`src/inc/serial_port_pkg.sv`:
```
package serial_port_pkg;
  localparam int unsigned CLK_HZ = 200_000_000;
  localparam int unsigned MS_PER_S = 1000;
  localparam int unsigned CYC_PER_MS = CLK_HZ / MS_PER_S;
  localparam int unsigned MS_DIV_W = 18;
  localparam int unsigned ADDR_W = 8;
  // Cycles per bit at each selectable rate
  localparam logic [15:0] BIT_9600 = 16'(CLK_HZ / 9600);
  localparam logic [15:0] BIT_19200 = 16'(CLK_HZ / 19200);
  localparam logic [15:0] BIT_38400 = 16'(CLK_HZ / 38400);
  localparam logic [15:0] BIT_57600 = 16'(CLK_HZ / 57600);
  localparam int unsigned FRAME_W = 12;
  // Response delay in ms: limit 99, default 20
  localparam logic [6:0] DELAY_MAX_MS = 7'h63;
  localparam logic [6:0] DELAY_DEF_MS = 7'h14;
  // Receive buffer depth: 217 bytes
  localparam logic [7:0] RX_DEPTH = 8'hD9;
  localparam logic [7:0] BCAST_ADDR = 8'h00;
  localparam logic [15:0] CRC_INIT = 16'hFFFF;
  localparam logic [15:0] CRC_POLY = 16'hA001;
  localparam logic [15:0] BCC_INIT = 16'h0000;
  localparam logic [15:0] SLOPE_UNITY = 16'h0100;
  localparam int unsigned SCALE_SHIFT = 8;
  // Register byte addresses
  localparam logic [ADDR_W-1:0] A_CTRL = 8'h00;
  localparam logic [ADDR_W-1:0] A_STATUS = 8'h04;
  localparam logic [ADDR_W-1:0] A_TXDATA = 8'h08;
  localparam logic [ADDR_W-1:0] A_RXDATA = 8'h0C;
  localparam logic [ADDR_W-1:0] A_DELAY = 8'h10;
  localparam logic [ADDR_W-1:0] A_CHECK = 8'h14;
  localparam logic [ADDR_W-1:0] A_SCALE = 8'h18;
  localparam logic [ADDR_W-1:0] A_SETPT = 8'h1C;
  localparam logic [ADDR_W-1:0] A_CMD = 8'h20;

  typedef enum logic [1:0] {PAR_NONE = 2'h0, PAR_EVEN = 2'h1, PAR_ODD = 2'h2} parity_t;
  typedef enum logic [1:0] {
    ROLE_RESPONDER = 2'h0, ROLE_MASTER = 2'h1, ROLE_SLAVE = 2'h2, ROLE_PLC = 2'h3
  } role_t;
  typedef struct packed {
    logic [1:0] baud;
    logic data8;
    logic stop2;
    parity_t parity;
  } line_cfg_t;
  typedef struct packed {
    logic modbus;
    role_t role;
    logic [4:0] station;
    line_cfg_t line;
  } ctrl_t;
  localparam ctrl_t CTRL_RESET = '{1'b0, ROLE_RESPONDER, 5'h01, '{2'h0, 1'b1, 1'b0, PAR_NONE}};
  typedef struct packed {
    logic [7:0] data;
    logic perr;
    logic ferr;
  } rx_char_t;
  typedef struct packed {
    logic [7:0] count;
    logic delay_wait;
    logic addr_match;
    logic overflow;
    logic ferr;
    logic perr;
    logic rx_avail;
    logic tx_ready;
    logic rx_busy;
    logic tx_busy;
  } status_t;
  typedef struct packed {
    logic clr_err;
    logic clr_tx_chk;
    logic new_msg;
  } cmd_t;
endpackage : serial_port_pkg

```
`src/verilog/serial_engine.sv`:
```
`timescale 1ns/1ps
`default_nettype none
module serial_engine (
  // Clock and reset
  input wire logic pclk,
  input wire logic presetn,
  // Line format
  input wire serial_port_pkg::line_cfg_t cfg,
  // Transmit request
  input wire logic tx_start,
  input wire logic [7:0] tx_data,
  // Synchronised receive line
  input wire logic rxd,
  // Line drive
  output logic txd,
  output logic de,
  // Status and received character
  output logic tx_busy,
  output logic rx_busy,
  output logic rx_valid,
  output var serial_port_pkg::rx_char_t rx_char
);
  typedef enum logic {TX_IDLE = 1'b0, TX_RUN = 1'b1} tx_state_t;
  typedef enum logic [1:0] {RX_IDLE = 2'h0, RX_START = 2'h1, RX_DATA = 2'h3} rx_state_t;
  typedef struct packed {
    tx_state_t tx_st;
    logic [11:0] tx_sh;
    logic [3:0] tx_left;
    logic [15:0] tx_cnt;
    logic de;
    rx_state_t rx_st;
    logic [11:0] rx_sh;
    logic [3:0] rx_left;
    logic [15:0] rx_cnt;
    logic rx_valid;
    serial_port_pkg::rx_char_t rx_char;
  } eng_t;
  eng_t st;
  eng_t next_st;

  always_comb begin
    logic [15:0] bitc;
    logic [3:0] ndata;
    logic [3:0] nbits;
    logic [3:0] pbit;
    logic par_on;
    logic [7:0] d;
    logic [11:0] frame;
    logic [11:0] al;
    bitc = serial_port_pkg::BIT_9600;
    next_st = st;
    next_st.rx_valid = 1'b0;
    unique case (cfg.baud)
      2'h0: bitc = serial_port_pkg::BIT_9600;
      2'h1: bitc = serial_port_pkg::BIT_19200;
      2'h2: bitc = serial_port_pkg::BIT_38400;
      2'h3: bitc = serial_port_pkg::BIT_57600;
    endcase
    ndata = cfg.data8 ? 4'h8 : 4'h7;
    par_on = cfg.parity != serial_port_pkg::PAR_NONE;
    pbit = ndata + {3'h0, par_on};
    nbits = pbit + (cfg.stop2 ? 4'h3 : 4'h2);
    d = cfg.data8 ? tx_data : {1'b0, tx_data[6:0]};
    frame = {3'h7, d, 1'b0};
    frame[8] = cfg.data8 ? d[7] : 1'b1;
    if (par_on) begin
      frame[ndata + 4'h1] = (cfg.parity == serial_port_pkg::PAR_ODD) ? ~^d : ^d;
    end
    unique case (st.tx_st)
      TX_IDLE: if (tx_start) begin
        next_st.tx_st = TX_RUN;
        next_st.tx_sh = frame;
        next_st.tx_left = nbits;
        next_st.tx_cnt = bitc - 16'h1;
        next_st.de = 1'b1;
      end
      TX_RUN: if (st.tx_cnt == 16'h0) begin
        if (st.tx_left == 4'h1) begin
          next_st.tx_st = TX_IDLE;
          next_st.de = 1'b0;
          next_st.tx_sh = '1;
        end else begin
          next_st.tx_sh = {1'b1, st.tx_sh[11:1]};
          next_st.tx_left = st.tx_left - 4'h1;
          next_st.tx_cnt = bitc - 16'h1;
        end
      end else begin
        next_st.tx_cnt = st.tx_cnt - 16'h1;
      end
    endcase
    al = {rxd, st.rx_sh[11:1]} >> (4'hD - nbits);
    unique case (st.rx_st)
      // Own echo is never received while this end drives the line
      RX_IDLE: if (!rxd && st.tx_st == TX_IDLE && !st.de) begin
        next_st.rx_st = RX_START;
        next_st.rx_cnt = bitc >> 1;
      end
      RX_START: if (st.rx_cnt == 16'h0) begin
        // A start bit gone by mid-bit was noise
        next_st.rx_st = rxd ? RX_IDLE : RX_DATA;
        next_st.rx_cnt = bitc - 16'h1;
        next_st.rx_left = nbits - 4'h1;
        next_st.rx_sh = '0;
      end else begin
        next_st.rx_cnt = st.rx_cnt - 16'h1;
      end
      RX_DATA: if (st.rx_cnt == 16'h0) begin
        next_st.rx_sh = {rxd, st.rx_sh[11:1]};
        next_st.rx_cnt = bitc - 16'h1;
        next_st.rx_left = st.rx_left - 4'h1;
        if (st.rx_left == 4'h1) begin
          next_st.rx_st = RX_IDLE;
          next_st.rx_valid = 1'b1;
          next_st.rx_char.data = cfg.data8 ? al[7:0] : {1'b0, al[6:0]};
          next_st.rx_char.perr = par_on &&
            (al[ndata] != ((cfg.parity == serial_port_pkg::PAR_ODD) ?
            ~^next_st.rx_char.data : ^next_st.rx_char.data));
          next_st.rx_char.ferr = !al[pbit] || (cfg.stop2 && !al[pbit + 4'h1]);
        end
      end else begin
        next_st.rx_cnt = st.rx_cnt - 16'h1;
      end
      default: next_st.rx_st = RX_IDLE;
    endcase
  end

  always_ff @(posedge pclk or negedge presetn) begin
    if (!presetn) begin
      st <= '0;
      st.tx_sh <= '1;
    end else begin
      st <= next_st;
    end
  end

  assign txd = st.tx_sh[0];
  assign de = st.de;
  assign tx_busy = st.tx_st == TX_RUN;
  assign rx_busy = st.rx_st != RX_IDLE;
  assign rx_valid = st.rx_valid;
  assign rx_char = st.rx_char;
endmodule : serial_engine
`default_nettype wire

```
`src/verilog/serial_port.sv`:
```
`timescale 1ns/1ps
`default_nettype none
module serial_port #(
  parameter logic [serial_port_pkg::MS_DIV_W-1:0] CYC_PER_MS =
    serial_port_pkg::MS_DIV_W'(serial_port_pkg::CYC_PER_MS)
) (
  // Clock and reset
  input wire logic pclk,
  input wire logic presetn,
  // APB slave
  input wire logic psel,
  input wire logic penable,
  input wire logic pwrite,
  input wire logic [serial_port_pkg::ADDR_W-1:0] paddr,
  input wire logic [31:0] pwdata,
  output logic [31:0] prdata,
  output logic pready,
  output logic pslverr,
  // RS-485 transceiver
  input wire logic rxd,
  output logic txd,
  output logic de
);
  typedef struct packed {
    logic [1:0] rxd_sync;
    serial_port_pkg::ctrl_t ctrl;
    logic [6:0] delay_ms;
    logic [15:0] slope;
    logic [15:0] offset;
    logic [15:0] sp_in;
    logic [15:0] sp_out;
    logic [15:0] rx_chk;
    logic [15:0] tx_chk;
    logic [7:0] wr_ptr;
    logic [7:0] rd_ptr;
    logic [7:0] count;
    logic perr;
    logic ferr;
    logic overflow;
    logic msg_open;
    logic msg_mine;
    logic [6:0] wait_ms;
    logic [serial_port_pkg::MS_DIV_W-1:0] ms_div;
    logic tx_go;
    logic [7:0] tx_byte;
    logic [31:0] prdata;
    logic pready;
    logic pslverr;
  } core_t;

  core_t st;
  core_t next_st;
  logic [7:0] rx_mem [serial_port_pkg::RX_DEPTH];
  logic mem_we;
  logic [7:0] mem_wa;
  logic [7:0] mem_wd;
  logic tx_start;
  logic eng_tx_busy;
  logic eng_rx_busy;
  logic eng_rx_valid;
  serial_port_pkg::rx_char_t eng_rx_char;

  function automatic logic [15:0] chk_step(
    input logic [15:0] c,
    input logic [7:0] b,
    input logic modbus
  );
    logic [15:0] r;
    r = c ^ {8'h00, b};
    if (modbus) begin
      for (int i = 0; i < 8; i++) begin
        r = r[0] ? ((r >> 1) ^ serial_port_pkg::CRC_POLY) : (r >> 1);
      end
    end
    return r;
  endfunction : chk_step

  function automatic logic [7:0] wrap_inc(input logic [7:0] p);
    return (p == serial_port_pkg::RX_DEPTH - 8'h1) ? 8'h00 : p + 8'h1;
  endfunction : wrap_inc

  function automatic logic [15:0] chk_init(input logic modbus);
    return modbus ? serial_port_pkg::CRC_INIT : serial_port_pkg::BCC_INIT;
  endfunction : chk_init

  serial_engine u_engine (
    .pclk(pclk),
    .presetn(presetn),
    .cfg(st.ctrl.line),
    .tx_start(tx_start),
    .tx_data(st.tx_byte),
    .rxd(st.rxd_sync[1]),
    .txd(txd),
    .de(de),
    .tx_busy(eng_tx_busy),
    .rx_busy(eng_rx_busy),
    .rx_valid(eng_rx_valid),
    .rx_char(eng_rx_char)
  );

  always_comb begin
    logic acc;
    logic done;
    logic hit;
    logic tx_ready;
    logic initiator;
    logic mine;
    logic [31:0] rd;
    logic [31:0] prod;
    logic [7:0] own_addr;
    serial_port_pkg::status_t status;
    serial_port_pkg::cmd_t cmd;
    acc = psel && penable;
    done = acc && st.pready;
    hit = 1'b0;
    rd = '0;
    prod = '0;
    mine = 1'b0;
    cmd = serial_port_pkg::cmd_t'(pwdata[$bits(serial_port_pkg::cmd_t)-1:0]);
    own_addr = {3'h0, st.ctrl.station};
    // Master and PLC roles open exchanges themselves
    initiator = st.ctrl.role inside {serial_port_pkg::ROLE_MASTER,
      serial_port_pkg::ROLE_PLC};
    tx_ready = !st.tx_go && !eng_tx_busy;
    next_st = st;
    mem_we = 1'b0;
    mem_wa = st.wr_ptr;
    mem_wd = eng_rx_char.data;
    next_st.rxd_sync = {st.rxd_sync[0], rxd};

    status = '0;
    status.count = st.count;
    status.delay_wait = st.tx_go && st.wait_ms != 7'h00 && !initiator;
    status.addr_match = st.msg_open && st.msg_mine;
    status.overflow = st.overflow;
    status.ferr = st.ferr;
    status.perr = st.perr;
    status.rx_avail = st.count != 8'h00;
    status.tx_ready = tx_ready;
    status.rx_busy = eng_rx_busy;
    status.tx_busy = eng_tx_busy || st.tx_go;

    case (paddr)
      serial_port_pkg::A_CTRL: begin
        hit = 1'b1;
        rd = 32'(st.ctrl);
      end
      serial_port_pkg::A_STATUS: begin
        hit = 1'b1;
        rd = 32'(status);
      end
      serial_port_pkg::A_TXDATA: begin
        hit = 1'b1;
        rd = {24'h0, st.tx_byte};
      end
      serial_port_pkg::A_RXDATA: begin
        hit = 1'b1;
        rd = {24'h0, rx_mem[st.rd_ptr]};
      end
      serial_port_pkg::A_DELAY: begin
        hit = 1'b1;
        rd = {25'h0, st.delay_ms};
      end
      serial_port_pkg::A_CHECK: begin
        hit = 1'b1;
        rd = {st.tx_chk, st.rx_chk};
      end
      serial_port_pkg::A_SCALE: begin
        hit = 1'b1;
        rd = {st.offset, st.slope};
      end
      serial_port_pkg::A_SETPT: begin
        hit = 1'b1;
        rd = {st.sp_out, st.sp_in};
      end
      serial_port_pkg::A_CMD: hit = 1'b1;
      default: hit = 1'b0;
    endcase

    // One wait state: answer is prepared in the first access cycle
    if (acc && !st.pready) begin
      next_st.pready = 1'b1;
      next_st.prdata = pwrite ? '0 : rd;
      // No flow control: a byte offered while busy is refused, not queued
      next_st.pslverr = !hit || (pwrite && paddr == serial_port_pkg::A_TXDATA && !tx_ready);
    end else begin
      next_st.pready = 1'b0;
      next_st.pslverr = 1'b0;
    end

    if (done && !st.pslverr && pwrite) begin
      case (paddr)
        serial_port_pkg::A_CTRL: begin
          // Changing the format mid-character corrupts that character
          next_st.ctrl = serial_port_pkg::ctrl_t'(pwdata[$bits(serial_port_pkg::ctrl_t)-1:0]);
        end
        serial_port_pkg::A_TXDATA: begin
          next_st.tx_byte = pwdata[7:0];
          next_st.tx_go = 1'b1;
          next_st.tx_chk = chk_step(st.tx_chk, pwdata[7:0], st.ctrl.modbus);
        end
        serial_port_pkg::A_DELAY: begin
          if (pwdata[31:7] != '0 || pwdata[6:0] > serial_port_pkg::DELAY_MAX_MS) begin
            next_st.delay_ms = serial_port_pkg::DELAY_MAX_MS;
          end else begin
            next_st.delay_ms = pwdata[6:0];
          end
        end
        serial_port_pkg::A_SCALE: begin
          next_st.slope = pwdata[15:0];
          next_st.offset = pwdata[31:16];
        end
        serial_port_pkg::A_SETPT: next_st.sp_in = pwdata[15:0];
        serial_port_pkg::A_CMD: begin
          if (cmd.clr_err) begin
            next_st.perr = 1'b0;
            next_st.ferr = 1'b0;
            next_st.overflow = 1'b0;
          end
          if (cmd.clr_tx_chk) begin
            next_st.tx_chk = chk_init(st.ctrl.modbus);
          end
          if (cmd.new_msg) begin
            next_st.wr_ptr = 8'h00;
            next_st.rd_ptr = 8'h00;
            next_st.count = 8'h00;
            next_st.msg_open = 1'b0;
            next_st.msg_mine = 1'b0;
            next_st.rx_chk = chk_init(st.ctrl.modbus);
          end
        end
        default: next_st.tx_go = st.tx_go;
      endcase
    end

    if (done && !pwrite && paddr == serial_port_pkg::A_RXDATA && st.count != 8'h00) begin
      next_st.rd_ptr = wrap_inc(st.rd_ptr);
      next_st.count = next_st.count - 8'h1;
    end

    // Receive path runs after the commands so a new byte wins over a clear
    if (eng_rx_valid) begin
      if (!next_st.msg_open) begin
        mine = initiator || eng_rx_char.data == own_addr ||
          eng_rx_char.data == serial_port_pkg::BCAST_ADDR;
        next_st.msg_open = 1'b1;
        next_st.msg_mine = mine;
      end else begin
        mine = next_st.msg_mine;
      end
      if (mine) begin
        // Built on next_st so a clear in this cycle is kept unless a new error sets it
        next_st.perr = next_st.perr || eng_rx_char.perr;
        next_st.ferr = next_st.ferr || eng_rx_char.ferr;
        next_st.rx_chk = chk_step(next_st.rx_chk, eng_rx_char.data, st.ctrl.modbus);
        if (next_st.count == serial_port_pkg::RX_DEPTH) begin
          next_st.overflow = 1'b1;
        end else begin
          mem_we = 1'b1;
          mem_wa = next_st.wr_ptr;
          next_st.wr_ptr = wrap_inc(next_st.wr_ptr);
          next_st.count = next_st.count + 8'h1;
        end
      end
      // Every heard character restarts the reply delay
      next_st.wait_ms = st.delay_ms;
      next_st.ms_div = '0;
    end else if (st.wait_ms != 7'h00) begin
      if (st.ms_div == CYC_PER_MS - 1'b1) begin
        next_st.ms_div = '0;
        next_st.wait_ms = st.wait_ms - 7'h01;
      end else begin
        next_st.ms_div = st.ms_div + 1'b1;
      end
    end

    // Copy and set-point traffic is carried byte by byte from TXDATA
    tx_start = st.tx_go && !eng_tx_busy && !eng_rx_busy &&
      (initiator || st.wait_ms == 7'h00);
    if (tx_start) begin
      next_st.tx_go = 1'b0;
    end

    prod = 32'($signed(st.sp_in) * $signed(st.slope));
    if (st.ctrl.role == serial_port_pkg::ROLE_SLAVE) begin
      next_st.sp_out = prod[serial_port_pkg::SCALE_SHIFT +: 16] + st.offset;
    end else begin
      next_st.sp_out = st.sp_in;
    end
  end

  always_ff @(posedge pclk or negedge presetn) begin
    if (!presetn) begin
      st <= '0;
      st.rxd_sync <= '1;
      st.ctrl <= serial_port_pkg::CTRL_RESET;
      st.delay_ms <= serial_port_pkg::DELAY_DEF_MS;
      st.slope <= serial_port_pkg::SLOPE_UNITY;
      st.rx_chk <= serial_port_pkg::BCC_INIT;
      st.tx_chk <= serial_port_pkg::BCC_INIT;
    end else begin
      st <= next_st;
    end
  end

  // Buffer holds no reset; count and pointers say what is valid
  always_ff @(posedge pclk) begin
    if (mem_we) begin
      rx_mem[mem_wa] <= mem_wd;
    end
  end

  assign prdata = st.prdata;
  assign pready = st.pready;
  assign pslverr = st.pslverr;
endmodule : serial_port
`default_nettype wire

```
`config.mk`:
```
export PLATFORM = sky130hd
export DESIGN_NAME = serial_port
export DESIGN_NICKNAME = d
export VERILOG_FILES = /design/src/inc/serial_port_pkg.sv /design/src/verilog/serial_engine.sv /design/src/verilog/serial_port.sv
export SDC_FILE = /design/constraint.sdc
export NUM_CORES = 2
export LEC_CHECK = 0
export BUFFER_PORTS_ARGS = -buffer_cell sky130_fd_sc_hd__buf_2
export CAP_MARGIN = 25
export CORE_UTILIZATION = 40
export DETAILED_ROUTE_END_ITERATION = 7
export GPL_ROUTABILITY_DRIVEN = 0
export PLACE_DENSITY = 0.61
export SYNTH_ARGS = -nofsm -noshare
export SYNTH_HDL_FRONTEND = slang
export SYNTH_SLANG_ARGS = --single-unit
export TNS_END_PERCENT = 30
```
`constraint.sdc`:
```
create_clock -name pclk -period 9.52 [get_ports pclk]
set_input_delay 2.856 -clock pclk [delete_from_list [all_inputs] [get_ports pclk]]
set_output_delay 2.856 -clock pclk [all_outputs]
set_load 0.01 [all_outputs]
```
=== Yosys cells after proc, flatten, opt, wreduce, memory -nomap -nowiden ===
Memories as Yosys holds them, arrays and structs flattened.
Cells that the tools add are included.

* Output and inout bits: 36
* Register bits: 295
* Memories: 1
* Bits in writable memories: 1,736

{| class="wikitable"
|+ Memories
! memory !! words !! width !! read ports !! clocked after memory_dff !! write ports !! line !! source
|-
| rx_mem || 217 || 8 || 1 || 0 || 1 || serial_port.sv:53 || <nowiki>logic [7:0] rx_mem [serial_port_pkg::RX_DEPTH];</nowiki>
|}

* Equal/unequal tests: 35
* Reductions and logical operators: 90
* Magnitude comparators: 6
* Bitwise gates (word level): 19
* Shift operators: 1
* Muxes and demuxes: 105
* Multiply operators: 1
* Add/sub/neg operators: 18

{| class="wikitable"
|+ Operator list
! cell !! count
|-
| 16-bit 2-to-1 mux || 29
|-
| 32-bit case mux with 8 select lines || 1
|-
| 8-bit 2-to-1 mux || 12
|-
| 16-bit case mux with 2 select lines || 3
|-
| 34-bit case mux with 2 select lines || 1
|-
| 16-bit case mux with 4 select lines || 1
|-
| 61-bit 2-to-1 mux || 1
|-
| 11-bit 2-to-1 mux || 5
|-
| 18-bit 2-to-1 mux || 3
|-
| 25-bit 2-to-1 mux || 2
|-
| 2-bit inverter with 3-bit output || 16
|-
| 16-bit by 1-bit subtractor with 16-bit output, second input constant || 3
|-
| 34-bit 2-to-1 mux || 1
|-
| 8-bit by 5-bit equality test with 1-bit output, second input constant || 4
|-
| 16-bit logical NOT || 2
|-
| 32-bit 2-to-1 mux || 1
|-
| 16-bit by 8-bit bitwise XOR with 16-bit output || 2
|-
| 29-bit 2-to-1 mux || 1
|-
| 2-bit nonzero test || 13
|-
| 25-bit nonzero test || 1
|-
| 8-bit by 1-bit adder with 8-bit output, second input constant || 3
|-
| 8-bit equality test, second input constant || 3
|-
| 16-bit by 16-bit multiplier with 24-bit output || 1
|-
| 24-bit 2-to-1 mux || 1
|-
| other kinds (55) || 165
|}

=== Longest topological paths before layout ===
* Depth in word-level cells: 40
* Depth in mapped cells: 32
* Depth with buffers taken out: 30

=== Cells and area by module ===
Synthesis repeated with hierarchy kept, for this count alone.

* Cell total of the unflattened synthesis: 5,719
* Area total of the unflattened synthesis: 92,105.8 um2

{| class="wikitable"
|+ Modules (own cells, without submodules)
! module !! seq. area each (um2) !! cells an instance !! times used !! area each (um2)
|-
| serial_port || 57,543.9 || 5,059 || 1 || 86,614.3
|-
| serial_engine || 1,966.9 || 660 || 1 || 5,491.5
|}

=== Worst setup path before layout ===
Ideal clock, no wire load.

* Path type: register -> register
* Start point: register st[151] (netlist bit)
* End point: register st[144] (netlist bit)
* Arrival: 7,042 ps
* Stages on the path, launching flop included: 31
* Slack: 2,342 ps
* Buffers on the path: 2
* Period minus slack after synthesis: 7,178 ps
* Path through: dfrtp_1 clkbuf_1 clkbuf_1 nand2_1 fa_1 inv_1 fa_1 ha_1 fa_1 inv_1 fa_1 fa_1 inv_1 ha_1 and2_1 and3_1 a221oi_1 o21ai_0 o21a_1 o21a_1 o21a_1 nor2_1 ha_1 nor2b_1 nor2_1 o21ai_0 o31a_1 a31oi_1 o21ai_0 xnor2_1 o21ai_0

{| class="wikitable"
|+ RTL lines
! item !! line !! source
|-
| from (decl) || serial_port.sv:51 || <nowiki>core_t st;</nowiki>
|-
| from (signal assigned) || serial_port.sv:302 || <nowiki>st <= next_st;</nowiki>
|}

==> flow_summary.toml <==
[outcome]
status = "complete, no violations"

[yosys]
ys_warn_count = 0
yosys.area.top_type = "edfxtp_1"
ys_ff_latch = 2030
syn-num-nets = 6484
syn_inst = 6134
ys_async_sr_fraction_pct = 14.5
yosys-top-cells-area = "edfxtp_1, dfrtp_1, mux4_2"
synth-edff-count = 1736
synth_ff_type = "edfxtp_1"
syn_area_per_cell_um2 = 15.0
syn_area_mm2 = 0.0922
post_synth_num_cell_types = 82
yosysSeqAreaShare_pct = 64.5
synth_top_area_share_pct = 56.5

[setup_path]
r2r_slack_ps = 1570
crit_required_ps = 10250
crit_top_cell = "fa_1"
r2r-start = "st[178]$_DFFE_PN0P_"
reg2reg_depth = 28
start_kind = "register"
critPathMaxStageDelay_ps = 790
slowest_stage = "dfrtp_1"
critPathArrivalTime_ps = 8690
worstSetupPathType = "reg2reg"
crit_path_end_kind = "register"
regToRegEndpoint = "st[144]$_DFF_PN0_"
crit_fanout = 18
crit_start = "st[178]$_DFFE_PN0P_"

[min_path]
min_path_type = "reg2reg"
hold_start = "next_st[215]$_DFF_PN1_"
hold_depth = 0
whs_endpoint = "st[215]$_DFF_PN1_"

[clock_network]
cts_sinks = 2030
ctsHoldBuffers = 0
cts_setup_buffers = 0
root_buffer = "clkbuf_16"
clk_latency_ps = 850
cts.htree.levels = 4
clock_path_buffers = 3
clk_pin_slew_ps = 60
cts_buffers = 193
cts_tree = "built"
ctsResizeCount = 0

[layout]
area_growth_pct = 11.4
drive_above_1_share_pct = 15.7
nets = 6517
final_cell_mix = "edfxtp_1, nand2_1, mux2i_1, inv_1, nor2_1"
nFillCells = 19800
layout_commonest_cell = "edfxtp_1"
final_cell_area_mm2 = 0.103

[global_routing]
grt_usage_pct = 20.5
antenna_found_initial = 12
grt_pass1_wl_mm = 356
grt_pass1_vias = 53800
grt_max_degree = 165
grt.overflow.total = 0

[sta]
maxSlewViolCount = 0
fmax_ghz = 0.126
rsz0062_at_grt = "false"
period_needed_ps = 7950
setup_viol = 0
worst_slew_pin_slew_ps = 1070
hold_viol = 0
finClkSkew_ps = 56.2
relSlewSlack_pct = 28.4
hold_slack_ps = 358
finalCritPeriodShare_pct = 83.5
setup_ws_ps = 1570
setup_tns_ps = 0

[route]
totalWireLength_mm = 239
vias_per_cell = 5.77
vias = 53900
drc = 0
drtIter0Drc = 5520
ant_nets = 0
dr.pass1.iters = 7
wl_per_cell_um = 25.6

[die]
die_h_um = 482
fp.coreArea_mm2 = 0.228
die_area_mm2 = 0.233
io-pin-count = 82
initial_utilization_pct = 40.4
rows = 175
fp.dieW_um = 482

[power]
peakVddDrop_mv = 0.187
leakage_nw = 38.3
power_density_mw_per_mm2 = 171

[placement]
dpl_cell_area_mm2 = 0.0961
place_ws_ps = 1120
dp_hpwl_mm = 152
portBuffers = 81

[job]
drv.max_cap_violation_count = 0
==> report_power, final <==
group | internal (W) | switching (W) | leakage, nW
Combinational | 0.0000263 | 0.0000695 | 11.0
Clock | 0.00450 | 0.00340 | 3.18
Sequential | 0.00953 | 0.00000486 | 24.1
==> cell usage after synthesis (25+ instances only) <==
master	number
mux4_2	268
xor2_1	45
inv_1	288
xnor2_1	116
o221ai_1	193
fa_1	188
a22oi_1	27
a222oi_1	32
edfxtp_1	1736
o21ai_0	184
nand2_1	442
and2_1	117
clkbuf_1	270
buf_1	79
a211oi_1	43
nand4_1	25
nand3_1	66
mux2_2	82
nor3_1	133
nor2_1	284
a21oi_1	189
dfrtp_1	275
o22ai_1	118
buf_4	34
mux2i_1	425
ha_1	116
nand2b_1	31
buf_2	43
==> sequential cells by signal (all words and copies together), names as in the netlist, named ones only <==
register and cells:
rx_mem 1736, st 173, u_engine.st 64, prdata 32, u_engine.rx_char 10, next_st 1
pready 1, pslverr 1, u_engine.de 1, u_engine.rx_valid 1, u_engine.tx_busy 1, u_engine.txd 1
==> metal layers <==
metal / track usage (%) / vias to the layer above / share of wire (%)
li1: - / 23400 / -
met2: 31.8 / 2150 / 46
met5: 0 / - / 0.018
met4: 6.22 / 6 / 2.9
met1: 29.4 / 27900 / 44
met3: 3.67 / 369 / 7.7
==> worst max-delay path by stage <==
| stage | end | slack [ps] | depth (start not counted) |
|---|---|---|---|
| after global routing | st[144]$_DFF_PN0_ | 1150 | 28 |
| after floorplan | st[144]$_DFF_PN0_ | 2340 | 30 |
| final | st[144]$_DFF_PN0_ | 1570 | 28 |
| after CTS | st[144]$_DFF_PN0_ | 1560 | 28 |
| after global placement | rx_mem[145][3]$_DFFE_PP_ | 1220 | 15 |
| after detailed placement | rx_mem[145][5]$_DFFE_PP_ | 1120 | 15 |
==> through the flow <==
stage / power, W / utilization [%] / std cells
global route: 0.0180 / 45.0 / 9339
floorplan: 0.00975 / - / 6134
CTS: 0.0176 / 44.9 / 9324
finish: 0.0175 / 45.0 / 9342
global placement: 0.00981 / 42.1 / 8964
detailed placement: 0.00982 / 42.1 / 8967
==> layout make-up <==
type	instances	area, um2	area share [%]
Sequential cell	2030	59600	58.0
Multi-Input combinational cell	3382	29900	29.1
Clock buffer	240	5160	5.03
Tap cell	3009	3760	3.67
Timing Repair Buffer	268	1910	1.86
Clock inverter	117	1360	1.32
Inverter	292	1100	1.07
Antenna cell	4	10.0	0.00974
==> critical path: cells and delay by family, from the launching register on <==
kind                       cells  cell delay [ps]
xor gates and xnor gates       1              140
buffers and inverters          3              160
and+or+nand+nor                6              880
DFF                            1              790
adders and majority gates      8             3290
AOI/OAI and AO/OA             10             2620
==> cell families after synthesis <==
group	after synthesis	synth area share (%)
buffers and inverters	722	3.17
muxes	775	12.2
adders and majority gates	304	5.65
AOI/OAI and AO/OA	920	6.74
xor gates and xnor gates	163	1.58
and+or+nand+nor	1220	6.18
DFF	2030	64.5
Note: power is estimated with default switching activity, not from simulation.
